**src/include/cpu_bus_defines.svh**
```systemverilog
// Purpose: Shared constants of the processor bus controller
// Assumes: Included by bare name from the design files
// Notes:   Definitions only
`ifndef CPU_BUS_DEFINES_SVH
`define CPU_BUS_DEFINES_SVH

// Bus widths
`define CPU_ADDR_W     16
`define CPU_DATA_W     8

// Reset values of the bus registers
`define CPU_ADDR_RST   16'h0000
`define CPU_DATA_RST   8'h00

`endif

```
**src/include/cpu_bus_pkg.sv**
```systemverilog
// Purpose: Types of the processor bus controller
// Assumes: Nothing beyond the defines header
// Notes:   Holds the sequencing states only
package cpu_bus_pkg;

    // Run state of the bus controller
    typedef enum logic [1:0] {
        ST_INIT,
        ST_RUN,
        ST_HALT,
        ST_WAIT
    } bus_state_t;

endpackage

```
**src/logic/cpu_bus_ctrl.sv**
```systemverilog
// Purpose: Bus control and release of an eight-bit processor
// Assumes: One bus cycle per sys_clk period, pins synchronous
// Notes:   Core side issues cycles; this block owns the pins
`timescale 1ns/1ps
`include "cpu_bus_defines.svh"

module cpu_bus_ctrl
    import cpu_bus_pkg::*;
#(
    parameter int ADDR_W = `CPU_ADDR_W,
    parameter int DATA_W = `CPU_DATA_W
) (
    // Clock and reset
    input  wire logic              sys_clk,
    input  wire logic              rst_n,
    // Core cycle requests
    input  wire logic              req_valid,
    input  wire logic              req_write,
    input  wire logic [ADDR_W-1:0] req_addr,
    input  wire logic [DATA_W-1:0] req_wdata,
    output logic                   req_ready,
    output logic                   rsp_valid,
    output logic [DATA_W-1:0]      rsp_data,
    // Core control
    input  wire logic              wait_exec,
    input  wire logic              irq_mask,
    input  wire logic              service_ack,
    output logic                   service_req,
    output logic                   nmi_pending,
    output logic                   core_start,
    output logic                   core_stopped,
    // Address bus and read/write pins
    output logic [ADDR_W-1:0]      addr_out,
    output logic                   addr_oe_n,
    output logic                   rw_out,
    output logic                   rw_oe_n,
    // Data bus pins
    input  wire logic [DATA_W-1:0] data_in,
    output logic [DATA_W-1:0]      data_out,
    output logic                   data_oe_n,
    // Control and supervisory pins
    output logic                   valid_cycle_qualifier,
    output logic                   bus_available,
    input  wire logic              data_bus_drive_enable,
    input  wire logic              address_float_control,
    input  wire logic              halt_n,
    input  wire logic              irq_n,
    input  wire logic              nmi_n
);

    ////////////////////////////////////////////////////////////////
    // Elaboration checks
    if (ADDR_W < 1 || ADDR_W > 32) begin : g_bad_addr
        $error("ADDR_W out of range");
    end
    if (DATA_W < 1 || DATA_W > 32) begin : g_bad_data
        $error("DATA_W out of range");
    end

    bus_state_t        st;
    bus_state_t        next_st;
    logic [ADDR_W-1:0] next_addr;
    logic              next_rw;
    logic              busy;
    logic              next_busy;
    logic [DATA_W-1:0] next_wdata;
    logic              next_rsp_valid;
    logic [DATA_W-1:0] next_rsp_data;
    logic              next_core_start;
    logic              take;
    logic              wait_go;
    logic              wake;
    logic              drive;

    ////////////////////////////////////////////////////////////////
    // Interrupt sensing
    irq_sense u_irq (
        .sys_clk     (sys_clk),
        .rst_n       (rst_n),
        .irq_n       (irq_n),
        .nmi_n       (nmi_n),
        .irq_mask    (irq_mask),
        .service_ack (service_ack),
        .nmi_pending (nmi_pending),
        .service_req (service_req),
        .wake        (wake)
    );

    ////////////////////////////////////////////////////////////////
    // Request acceptance; halt blocks new cycles at once
    assign req_ready = (st == ST_RUN) && halt_n;
    assign take      = req_valid && req_ready;
    // A pending cycle request goes before the wait instruction
    assign wait_go   = wait_exec && req_ready && !req_valid;

    ////////////////////////////////////////////////////////////////
    // Run state sequencing
    always_comb begin
        next_st         = st;
        next_core_start = 1'b0;
        case (st)
            ST_INIT: begin
                next_st         = ST_RUN;
                next_core_start = 1'b1;
            end
            ST_RUN: begin
                if (!halt_n) begin
                    next_st = ST_HALT;
                end else if (wait_go) begin
                    next_st = ST_WAIT;
                end
            end
            ST_HALT: begin
                // Back to the stopped point, no restart pulse
                if (halt_n) begin
                    next_st = ST_RUN;
                end
            end
            ST_WAIT: begin
                if (wake) begin
                    next_st = ST_RUN;
                end
            end
            default: begin
                next_st = ST_INIT;
            end
        endcase
    end

    always_ff @(posedge sys_clk or negedge rst_n) begin
        if (!rst_n) begin
            st         <= ST_INIT;
            core_start <= 1'b0;
        end else begin
            st         <= next_st;
            core_start <= next_core_start;
        end
    end

    ////////////////////////////////////////////////////////////////
    // Bus cycle registers; idle cycles read with qualifier low
    always_comb begin
        next_addr  = addr_out;
        next_rw    = 1'b1;
        next_busy  = 1'b0;
        next_wdata = data_out;
        if (take) begin
            next_addr  = req_addr;
            next_rw    = !req_write;
            next_busy  = 1'b1;
            next_wdata = req_wdata;
        end
    end

    always_ff @(posedge sys_clk or negedge rst_n) begin
        if (!rst_n) begin
            addr_out <= ADDR_W'(`CPU_ADDR_RST);
            rw_out   <= 1'b1;
            busy     <= 1'b0;
            data_out <= DATA_W'(`CPU_DATA_RST);
        end else begin
            addr_out <= next_addr;
            rw_out   <= next_rw;
            busy     <= next_busy;
            data_out <= next_wdata;
        end
    end

    ////////////////////////////////////////////////////////////////
    // Read data taken at the end of each valid read cycle
    always_comb begin
        next_rsp_valid = busy && rw_out;
        next_rsp_data  = rsp_data;
        if (busy && rw_out) begin
            next_rsp_data = data_in;
        end
    end

    always_ff @(posedge sys_clk or negedge rst_n) begin
        if (!rst_n) begin
            rsp_valid <= 1'b0;
            rsp_data  <= DATA_W'(`CPU_DATA_RST);
        end else begin
            rsp_valid <= next_rsp_valid;
            rsp_data  <= next_rsp_data;
        end
    end

    ////////////////////////////////////////////////////////////////
    // Pin enables; stopped states release every three-state line
    assign drive     = (st == ST_RUN) || (st == ST_INIT);
    assign addr_oe_n = !drive || address_float_control;
    assign rw_oe_n   = !drive || address_float_control;
    // Writes only reach the pins inside the drive window
    assign data_oe_n = !(drive && busy && !rw_out && data_bus_drive_enable);

    // The qualifier is the cycle flop itself; stopped states clear it
    assign valid_cycle_qualifier = busy;
    // Tells alternate masters the pins are free
    assign bus_available = (st == ST_HALT) || (st == ST_WAIT);
    assign core_stopped  = bus_available;
endmodule // cpu_bus_ctrl

```
**src/logic/irq_sense.sv**
```systemverilog
// Purpose: Interrupt request sensing for the processor
// Assumes: Inputs synchronous to sys_clk
// Notes:   Non-maskable request latched on its falling edge
`timescale 1ns/1ps

module irq_sense (
    // Clock and reset
    input  wire logic sys_clk,
    input  wire logic rst_n,
    // Request lines
    input  wire logic irq_n,
    input  wire logic nmi_n,
    // Core side
    input  wire logic irq_mask,
    input  wire logic service_ack,
    output logic      nmi_pending,
    output logic      service_req,
    output logic      wake
);

    logic nmi_prev;
    logic next_nmi_prev;
    logic next_nmi_pending;

    ////////////////////////////////////////////////////////////////
    // Edge latch; a new edge wins over an acknowledge
    always_comb begin
        next_nmi_prev    = nmi_n;
        next_nmi_pending = nmi_pending;
        if (service_ack) begin
            next_nmi_pending = 1'b0;
        end
        if (nmi_prev && !nmi_n) begin
            next_nmi_pending = 1'b1;
        end
    end

    always_ff @(posedge sys_clk or negedge rst_n) begin
        if (!rst_n) begin
            nmi_prev    <= 1'b1;
            nmi_pending <= 1'b0;
        end else begin
            nmi_prev    <= next_nmi_prev;
            nmi_pending <= next_nmi_pending;
        end
    end

    ////////////////////////////////////////////////////////////////
    // Mask gates only the maskable line
    assign service_req = nmi_pending || (!irq_n && !irq_mask);
    // Any request ends a wait, masked or not
    assign wake        = nmi_pending || !irq_n;
endmodule // irq_sense

```
**config.mk**
```make
export PLATFORM = sky130hd
export DESIGN_NAME = cpu_bus_ctrl
export DESIGN_NICKNAME = d
export VERILOG_FILES = /design/src/include/cpu_bus_pkg.sv /design/src/logic/cpu_bus_ctrl.sv /design/src/logic/irq_sense.sv
export VERILOG_INCLUDE_DIRS = /design/src /design/src/include
export SDC_FILE = /design/constraint.sdc
export NUM_CORES = 1
export LEC_CHECK = 0
export CORE_ASPECT_RATIO = 0.75
export CORE_UTILIZATION = 59
export CTS_CLUSTER_SIZE = 14
export DETAILED_ROUTE_END_ITERATION = 7
export DONT_BUFFER_PORTS = 1
export GPL_ROUTABILITY_DRIVEN = 0
export PLACE_DENSITY = 0.85
export SLEW_MARGIN = 20
export SYNTH_ARGS = -nofsm -noshare
export SYNTH_HDL_FRONTEND = slang
export SYNTH_HIERARCHICAL = 1
export SYNTH_SLANG_ARGS = --single-unit
```
**constraint.sdc**
```tcl
create_clock -name sys_clk -period 1.8 [get_ports sys_clk]
set_input_delay 0.18 -clock sys_clk [delete_from_list [all_inputs] [get_ports sys_clk]]
set_output_delay 0.18 -clock sys_clk [all_outputs]
set_load 0.02 [all_outputs]
```
==> results of run 1 <==
-- power by group through the flow --
| stage | combinational, W | sequential, W | clock, W |
|---|---|---|---|
| 6_report | 0.000846 | 0.00210 | 0.000548 |
| 5_1_grt | 0.000914 | 0.00214 | 0.000603 |
| 4_1_cts | 0.000863 | 0.00210 | 0.000560 |
| 3_5_place_dp | 0.000832 | 0.00211 | 0 |
| 3_3_place_gp | 0.000766 | 0.00208 | 0 |
| 2_1_floorplan | 0.000755 | 0.00202 | 0 |
-- kinds of logic after synthesis --
| logic type | after synthesis | share of synthesized area [%] |
|---|---|---|
| flops | 40 | 61.6 |
| compound gates | 4 | 1.84 |
| buf+inv | 9 | 3.46 |
| mux | 32 | 26.5 |
| simple gates | 15 | 6.53 |
-- area by class of cell --
class	count	area (um2)	area share [%]
Timing Repair Buffer	6	67.6	3.79
Clock inverter	1	5.00	0.281
Multi-Input combinational cell	51	568	31.9
Sequential cell	40	1000	56.4
Tap cell	36	45.0	2.53
Clock buffer	7	76.3	4.29
Inverter	4	15.0	0.843
-- synthesized netlist by cell type, types with 2 or more instances --
cell type	number
buf_6	2
inv_1	3
buf_4	2
mux2_4	19
mux2_2	13
o21ai_0	2
dfrtp_1	38
dfstp_2	2
nor2b_1	2
nand2_1	3
-- registers in the layout, summed over array words and instances (netlist names) --
| signal | cells |
|---|---|
| addr_out | 16 |
| data_out | 8 |
| rsp_data | 8 |
| st | 2 |
| core_start | 1 |
| rsp_valid | 1 |
| rw_out | 1 |
| u_irq/nmi_pending | 1 |
| u_irq/nmi_prev | 1 |
| valid_cycle_qualifier | 1 |
-- path summary, 6_finish.rpt --
kind / to / depth (start not counted)
min reg2reg: core_start / 1
max reg2reg: data_out[5] / 3
min: st[0] / 1
max: data_out[5] / 3
min in group asynchronous: addr_out[1] / 2
max in group asynchronous: u_irq/nmi_prev / 2
-- through the flow --
stage | setup WS (ns) | area [um2]
2_1_floorplan | 0.508 | 1630
3_3_place_gp | 0.326 | 1640
3_5_place_dp | 0.241 | 1640
4_1_cts | 0.232 | 1780
5_1_grt | 0.175 | 1780
6_report | 0.243 | 1780
-- layer usage --
| layer | track usage, % | vias to the layer above |
|---|---|---|
| met5 | 0 | - |
| met2 | 32.4 | 57 |
| met3 | 9.05 | 2 |
| met4 | 5.58 | 0 |
| met1 | 21.3 | 415 |
| li1 | - | 354 |
-- worst reg2reg max path: stages (launching register included) --
cell and delay [ns]:
dfrtp_1 0.40, nor2b_4 0.21, nand3_4 0.37, mux2_4 0.47
-- what timing repair did --
item | in CTS | in global routing
setup endpoints to repair | 0 | 0
hold endpoints to repair | 43 | 0
gates resized for setup | 0 | 0
hold buffers | 5 | 0
==> key figures, run 1 <==
Power
  • Power share of the combinational group: 24.3%
  • Maximum vdd drop: 0.946 mV
  • P_int: about 0.0021 W
  • Sw Pwr: 0.00138 W
  • Sw Ratio: 39.5%
  • Share of power burned in registers: 60.0%
  • Leakage: 0.860 nW
  • Clock power share: between 10% and 20%
  • Pwr Density: 1960 nW/um2
  • Overall power: between 0.003 and 0.004 W

Synth
  • Primary FF master, synth: dfrtp_1
  • #FFs+latches synth: 40
  • Area contributors post-synth: dfrtp_1 (58%), mux2_4 (18%), mux2_2 (9.0%)
  • Sequential fraction of the synthesis area: about 62%
  • Post-Syn Area: 1630 um2
  • Syn Nets: 144
  • Yosys cell types: 24
  • Syn_area_per_cell: around 16 um2
  • Top cell type's share of synthesized area: between 50% and 60%
  • Number of synthesized flops with an enable pin: 0
  • Async S/R FF share, synth: 100%
  • Mapped Cells: 100
  • Area leader, netlist: dfrtp_1
  • Synthesis Warnings: 6

Placed design
  • Placed insts: about 130
  • PortBufs: 0
  • HPWL after DPL: roughly 2.0 mm

Route
  • DRT antenna net count: 0
  • TritonRoute pass-1 iters: 2
  • Routed WL per cell: roughly 19 um
  • Drt initial violations: 34
  • Met3 Routed Length: 280 um
  • Top Layer Used: met4
  • Final wirelength: 2.73 mm
  • WL met2: 1.36 mm
  • Via count: a little over 800
  • DRC violations left: 0
  • Via-to-Cell Ratio: 5.71
  • Wl on met1: 1.09 mm

Setup path
  • Critical Path Start: st[0]
  • CP Data Required Time: 1.96 ns
  • Critical Path AT: 1.72 ns
  • Crit end category: flop
  • CP top delay family: simple AND/OR/NAND/NOR gates
  • CP Launch Type: flop
  • FF-to-FF Start: st[0]
  • CP Class: flop to flop
  • Worst Path Max Fanout: 25
  • R2R Setup Slk: 0.24 ns
  • CP bufs+invs: 0
  • CP Cell Sequence: nor2b_4 > nand3_4 > mux2_4
  • Max stage delay on crit path: approximately 0.45 ns
  • CP max stage cell: mux2_4

Floorplan
  • DIE HEIGHT: 47.5 um
  • Initial Util: 62.1%
  • Core box area: 2620 um2
  • Die Span X: 62.7 um
  • IO Count: 88
  • Die area: 2980 um2
  • Row count: 16

CTS
  • # Post-CTS Setup Buffers: 0
  • Clock Path Buffers: 2
  • Clock root buffer: clkbuf_8
  • CTS tree: yes
  • H-tree depth: 2
  • Cts bufs inserted: 5
  • Sink Count: 40
  • Worst skew pair latency: 0.28 ns
  • Worst-path clk slew: 0.07 ns

Final layout
  • Area grow syn2layout: 9.38%
  • Number of fillers in the final layout: 195
  • Nets: approximately 150
  • Post-Route Utilization: 67.9%
  • Most frequent cells in the layout: dfrtp_1 (38), mux2_4 (19), mux2_2 (13), clkbuf_8 (5), dlygate4sd3_1 (4)
  • Layout cells sized above 1: approximately 43%
  • Final Non-Filler Cells: 145
  • ANT cells: 0
  • Commonest non-fill, non-tap cell in the layout: dfrtp_1

Global route
  • Vias in the first global route: between 800 and 900
  • Initial antenna violation count: 0
  • Pin count of the biggest net entering global routing: 41
  • GRT Total Usage: 18.6%
  • Grt total ovfl: 0
  • First-pass GRT wire length: 3.90 mm

Min path
  • Min-delay worst type: primary input to flop
  • Worst min-delay path startpoint: halt_n

STA
  • Final hold vios: 0
  • WHS: 0.0189 ns
  • Worst slew pin tran: approximately 0.64 ns
  • Tmin final: 1.56 ns
  • Fin. max-slew vios: 0
  • Final Setup Violations: 0
  • Slew headroom: 56.7%
  • RSZ-0062 raised after global routing: false
  • Final setup skew: 0.00768 ns
  • Max Clock Freq: 642 MHz
  • Setup_tns: 0 ns
  • Period utilization: 86.5%

Run status
  • Status: complete, no violations

Job
  • Max Cap Viol: 0
(Power assumes the default switching activity.)
==> run 2: changes to the inputs <==
--- a/config.mk
+++ b/config.mk
@@ -6,12 +6,12 @@
 export SDC_FILE = /design/constraint.sdc
 export NUM_CORES = 1
 export LEC_CHECK = 0
-export CORE_ASPECT_RATIO = 0.75
 export CORE_UTILIZATION = 59
 export CTS_CLUSTER_SIZE = 14
 export DETAILED_ROUTE_END_ITERATION = 7
 export DONT_BUFFER_PORTS = 1
 export GPL_ROUTABILITY_DRIVEN = 0
+export GPL_TIMING_DRIVEN = 0
 export PLACE_DENSITY = 0.85
 export SLEW_MARGIN = 20
 export SYNTH_ARGS = -nofsm -noshare
==> run 2 against run 1 <==
Wire length up 22%. Register-to-register slack gained 0.097 ns. Power grew 0.33%. Via count is 19% higher. Critical path depth shrank 1. Combinational power rose by 9.0%. Clock-buffer cell count rose by 1. Cell count up 22%. Critical path type is now flop to primary output. Clock skew increased by 0.0065 ns. Design area increased by 19%. Hold slack improved by 0.079 ns.
==> key figures, run 2 (synthesis results as in run 1) <==
Run status
  • Status: complete, no violations

CTS
  • Worst skew pair latency: 0.34 ns (+0.06 ns)
  • Worst-path clk slew: 0.12 ns (+0.05 ns)
  • Sink Count: 40 (unchanged)
  • H-tree depth: 2 (unchanged)
  • CTS tree: yes
  • Clock Path Buffers: 2 (unchanged)
  • Cts bufs inserted: 5 (unchanged)
  • Clock root buffer: clkbuf_4

Final layout
  • Nets: 190 (+25%)
  • Layout cells sized above 1: 34.0% (-9.1 points)
  • ANT cells: 0 (unchanged)
  • Number of fillers in the final layout: 131 (-33%)
  • Most frequent cells in the layout: dfrtp_1 (38), dlygate4sd3_1 (38), mux2_4 (19), mux2_2 (13), clkbuf_4 (5)
  • Post-Route Utilization: 83.5% (+16 points)
  • Largest register by flop count: addr_out
  • Area grow syn2layout: 30.5%
  • Largest registers: addr_out (16), data_out (8), rsp_data (8)
  • Post-Layout Inst Area: 2120 um2 (+19%)
  • Max reg flops: 16 (unchanged)

Setup path
  • CP Data Required Time: 1.62 ns (-0.34 ns)
  • Crit end category: primary output
  • CP Launch Type: flop
  • Setup crit end: rw_oe_n
  • Worst reg2reg path endpoint: addr_out[7]
  • Worst Path Max Fanout: 8 (-68%)
  • Critical Path AT: 1.42 ns (-0.30 ns)
  • FF-to-FF Start: st[1]
  • Critical Path Start: st[1]
  • R2R depth: 4 (+1)
  • CP Class: flop to primary output
  • R2R Setup Slk: 0.34 ns (+0.10 ns)

STA
  • Tmin final: 1.60 ns (+0.0452 ns)
  • Worst slew pin tran: 0.749 ns (+0.107 ns)
  • RSZ-0062 raised after global routing: false
  • Final setup skew: 0.0142 ns (+0.00651 ns)
  • Final Setup Violations: 0 (unchanged)
  • Final WS setup: 0.198 ns (-0.0452 ns)
  • Fin. max-slew vios: 0 (unchanged)
  • Setup_tns: 0 ns (unchanged)
  • Max Clock Freq: 624 MHz (-2.8%)
  • Slew headroom: 49.5% (-7.2 points)
  • Period utilization: 89.0% (+2.5 points)
  • Final hold vios: 0 (unchanged)

Min path
  • Hold Crit Depth: 3 (+2)
  • Min-delay worst type: primary input to flop

Power
  • Pwr Density: 1650 nW/um2 (-16%)
  • Maximum vdd drop: 1.26 mV (+33%)
  • Leakage: 1.01 nW (+17%)

Global route
  • First-pass GRT wire length: 4.74 mm (+22%)
  • Pin count of the biggest net entering global routing: 41 (unchanged)
  • Vias in the first global route: 1075 (+28%)
  • GRT Total Usage: 23.8% (+5.2 points)
  • Grt total ovfl: 0 (unchanged)
  • Initial antenna violation count: 0 (unchanged)

Route
  • Drt initial violations: 10 (-71%)
  • Via-to-Cell Ratio: 5.58 (-2.3%)
  • Routed WL per cell: 18.8 um (-0.24%)
  • DRC violations left: 0 (unchanged)
  • Final wirelength: 3.33 mm (+22%)
  • Via count: 987 (+19%)
  • TritonRoute pass-1 iters: 3 (+1)
  • DRT antenna net count: 0 (unchanged)

Placed design
  • Dpl ws: 0.369 ns (+0.128 ns)
  • Placed Area: 1670 um2 (+1.6%)
  • HPWL after DPL: 1.87 mm (-6.0%)
  • PortBufs: 0 (unchanged)

Floorplan
  • Core box area: 2540 um2 (-3.0%)
  • Die area: 2970 um2 (about the same)
  • Row count: 18 (+2)
  • DIE HEIGHT: 54.5 um (+15%)
  • IO Count: 88 (unchanged)
  • Die Span X: 54.5 um (-13%)
  • Initial Util: 64.0% (+1.9 points)

Job
  • Max Cap Viol: 0 (unchanged)
run 2: layout make-up:
type                       instances  area [um2]  share of cell area (%)
sequential                        40        1000                    47.2
multi-input combinational         51         568                    26.7
timing repair buffer              39         400                    18.8
clock buffer                       8        58.8                    2.77
buffer                             5        41.3                    1.94
tap                               30        37.5                    1.77
inverter                           4        15.0                   0.707
run 2: what timing repair did:
item                                    4_1_cts  5_1_grt
hold endpoints to repair                     76        1
buffers inserted                              0        0
endpoints found under the setup margin        0        0
resized for setup                             0        0
hold buffers                                 38        1
run 2: how the worst min path moves through the flow:
| stage | startpoint | endpoint |
|---|---|---|
| 6_report | req_valid | st[1] |
| 5_1_grt | halt_n | data_out[4] |
| 4_1_cts | halt_n | st[1] |
| 3_5_place_dp | rst_n | st[1] |
| 3_3_place_gp | rst_n | st[1] |
| 2_1_floorplan | rst_n | addr_out[0] |
run 2: per-stage QoR:
| step | total power, W | instances | hold WS [ns] |
|---|---|---|---|
| floorplan | 0.00278 | 100 | -0.116 |
| global placement | 0.00288 | 130 | -0.115 |
| detailed placement | 0.00294 | 130 | -0.115 |
| CTS | 0.00348 | 176 | 0.00902 |
| global route | 0.00369 | 177 | 0.123 |
| finish | 0.00350 | 177 | 0.0982 |
run 2: critical path: stages (launching register included):
cell and delay (ns):
dfrtp_1 0.50, or2_2 0.40, buf_4 0.18
run 2: metal layers:
layer	GRT usage [%]	up-vias	routed length [um]
li1	-	432	-
met1	24.5	481	1170
met2	41.3	64	1760
met3	10.8	10	322
met4	10.3	0	75
met5	0	-	0
run 2: where the power goes:
part / internal (W) / switching [W] / total, W
Clock: 0.000193 / 0.000275 / 0.000468
Combinational: 0.000603 / 0.000319 / 0.000922
Sequential: 0.00130 / 0.000807 / 0.00211
Total: 0.00210 / 0.00140 / 0.00350
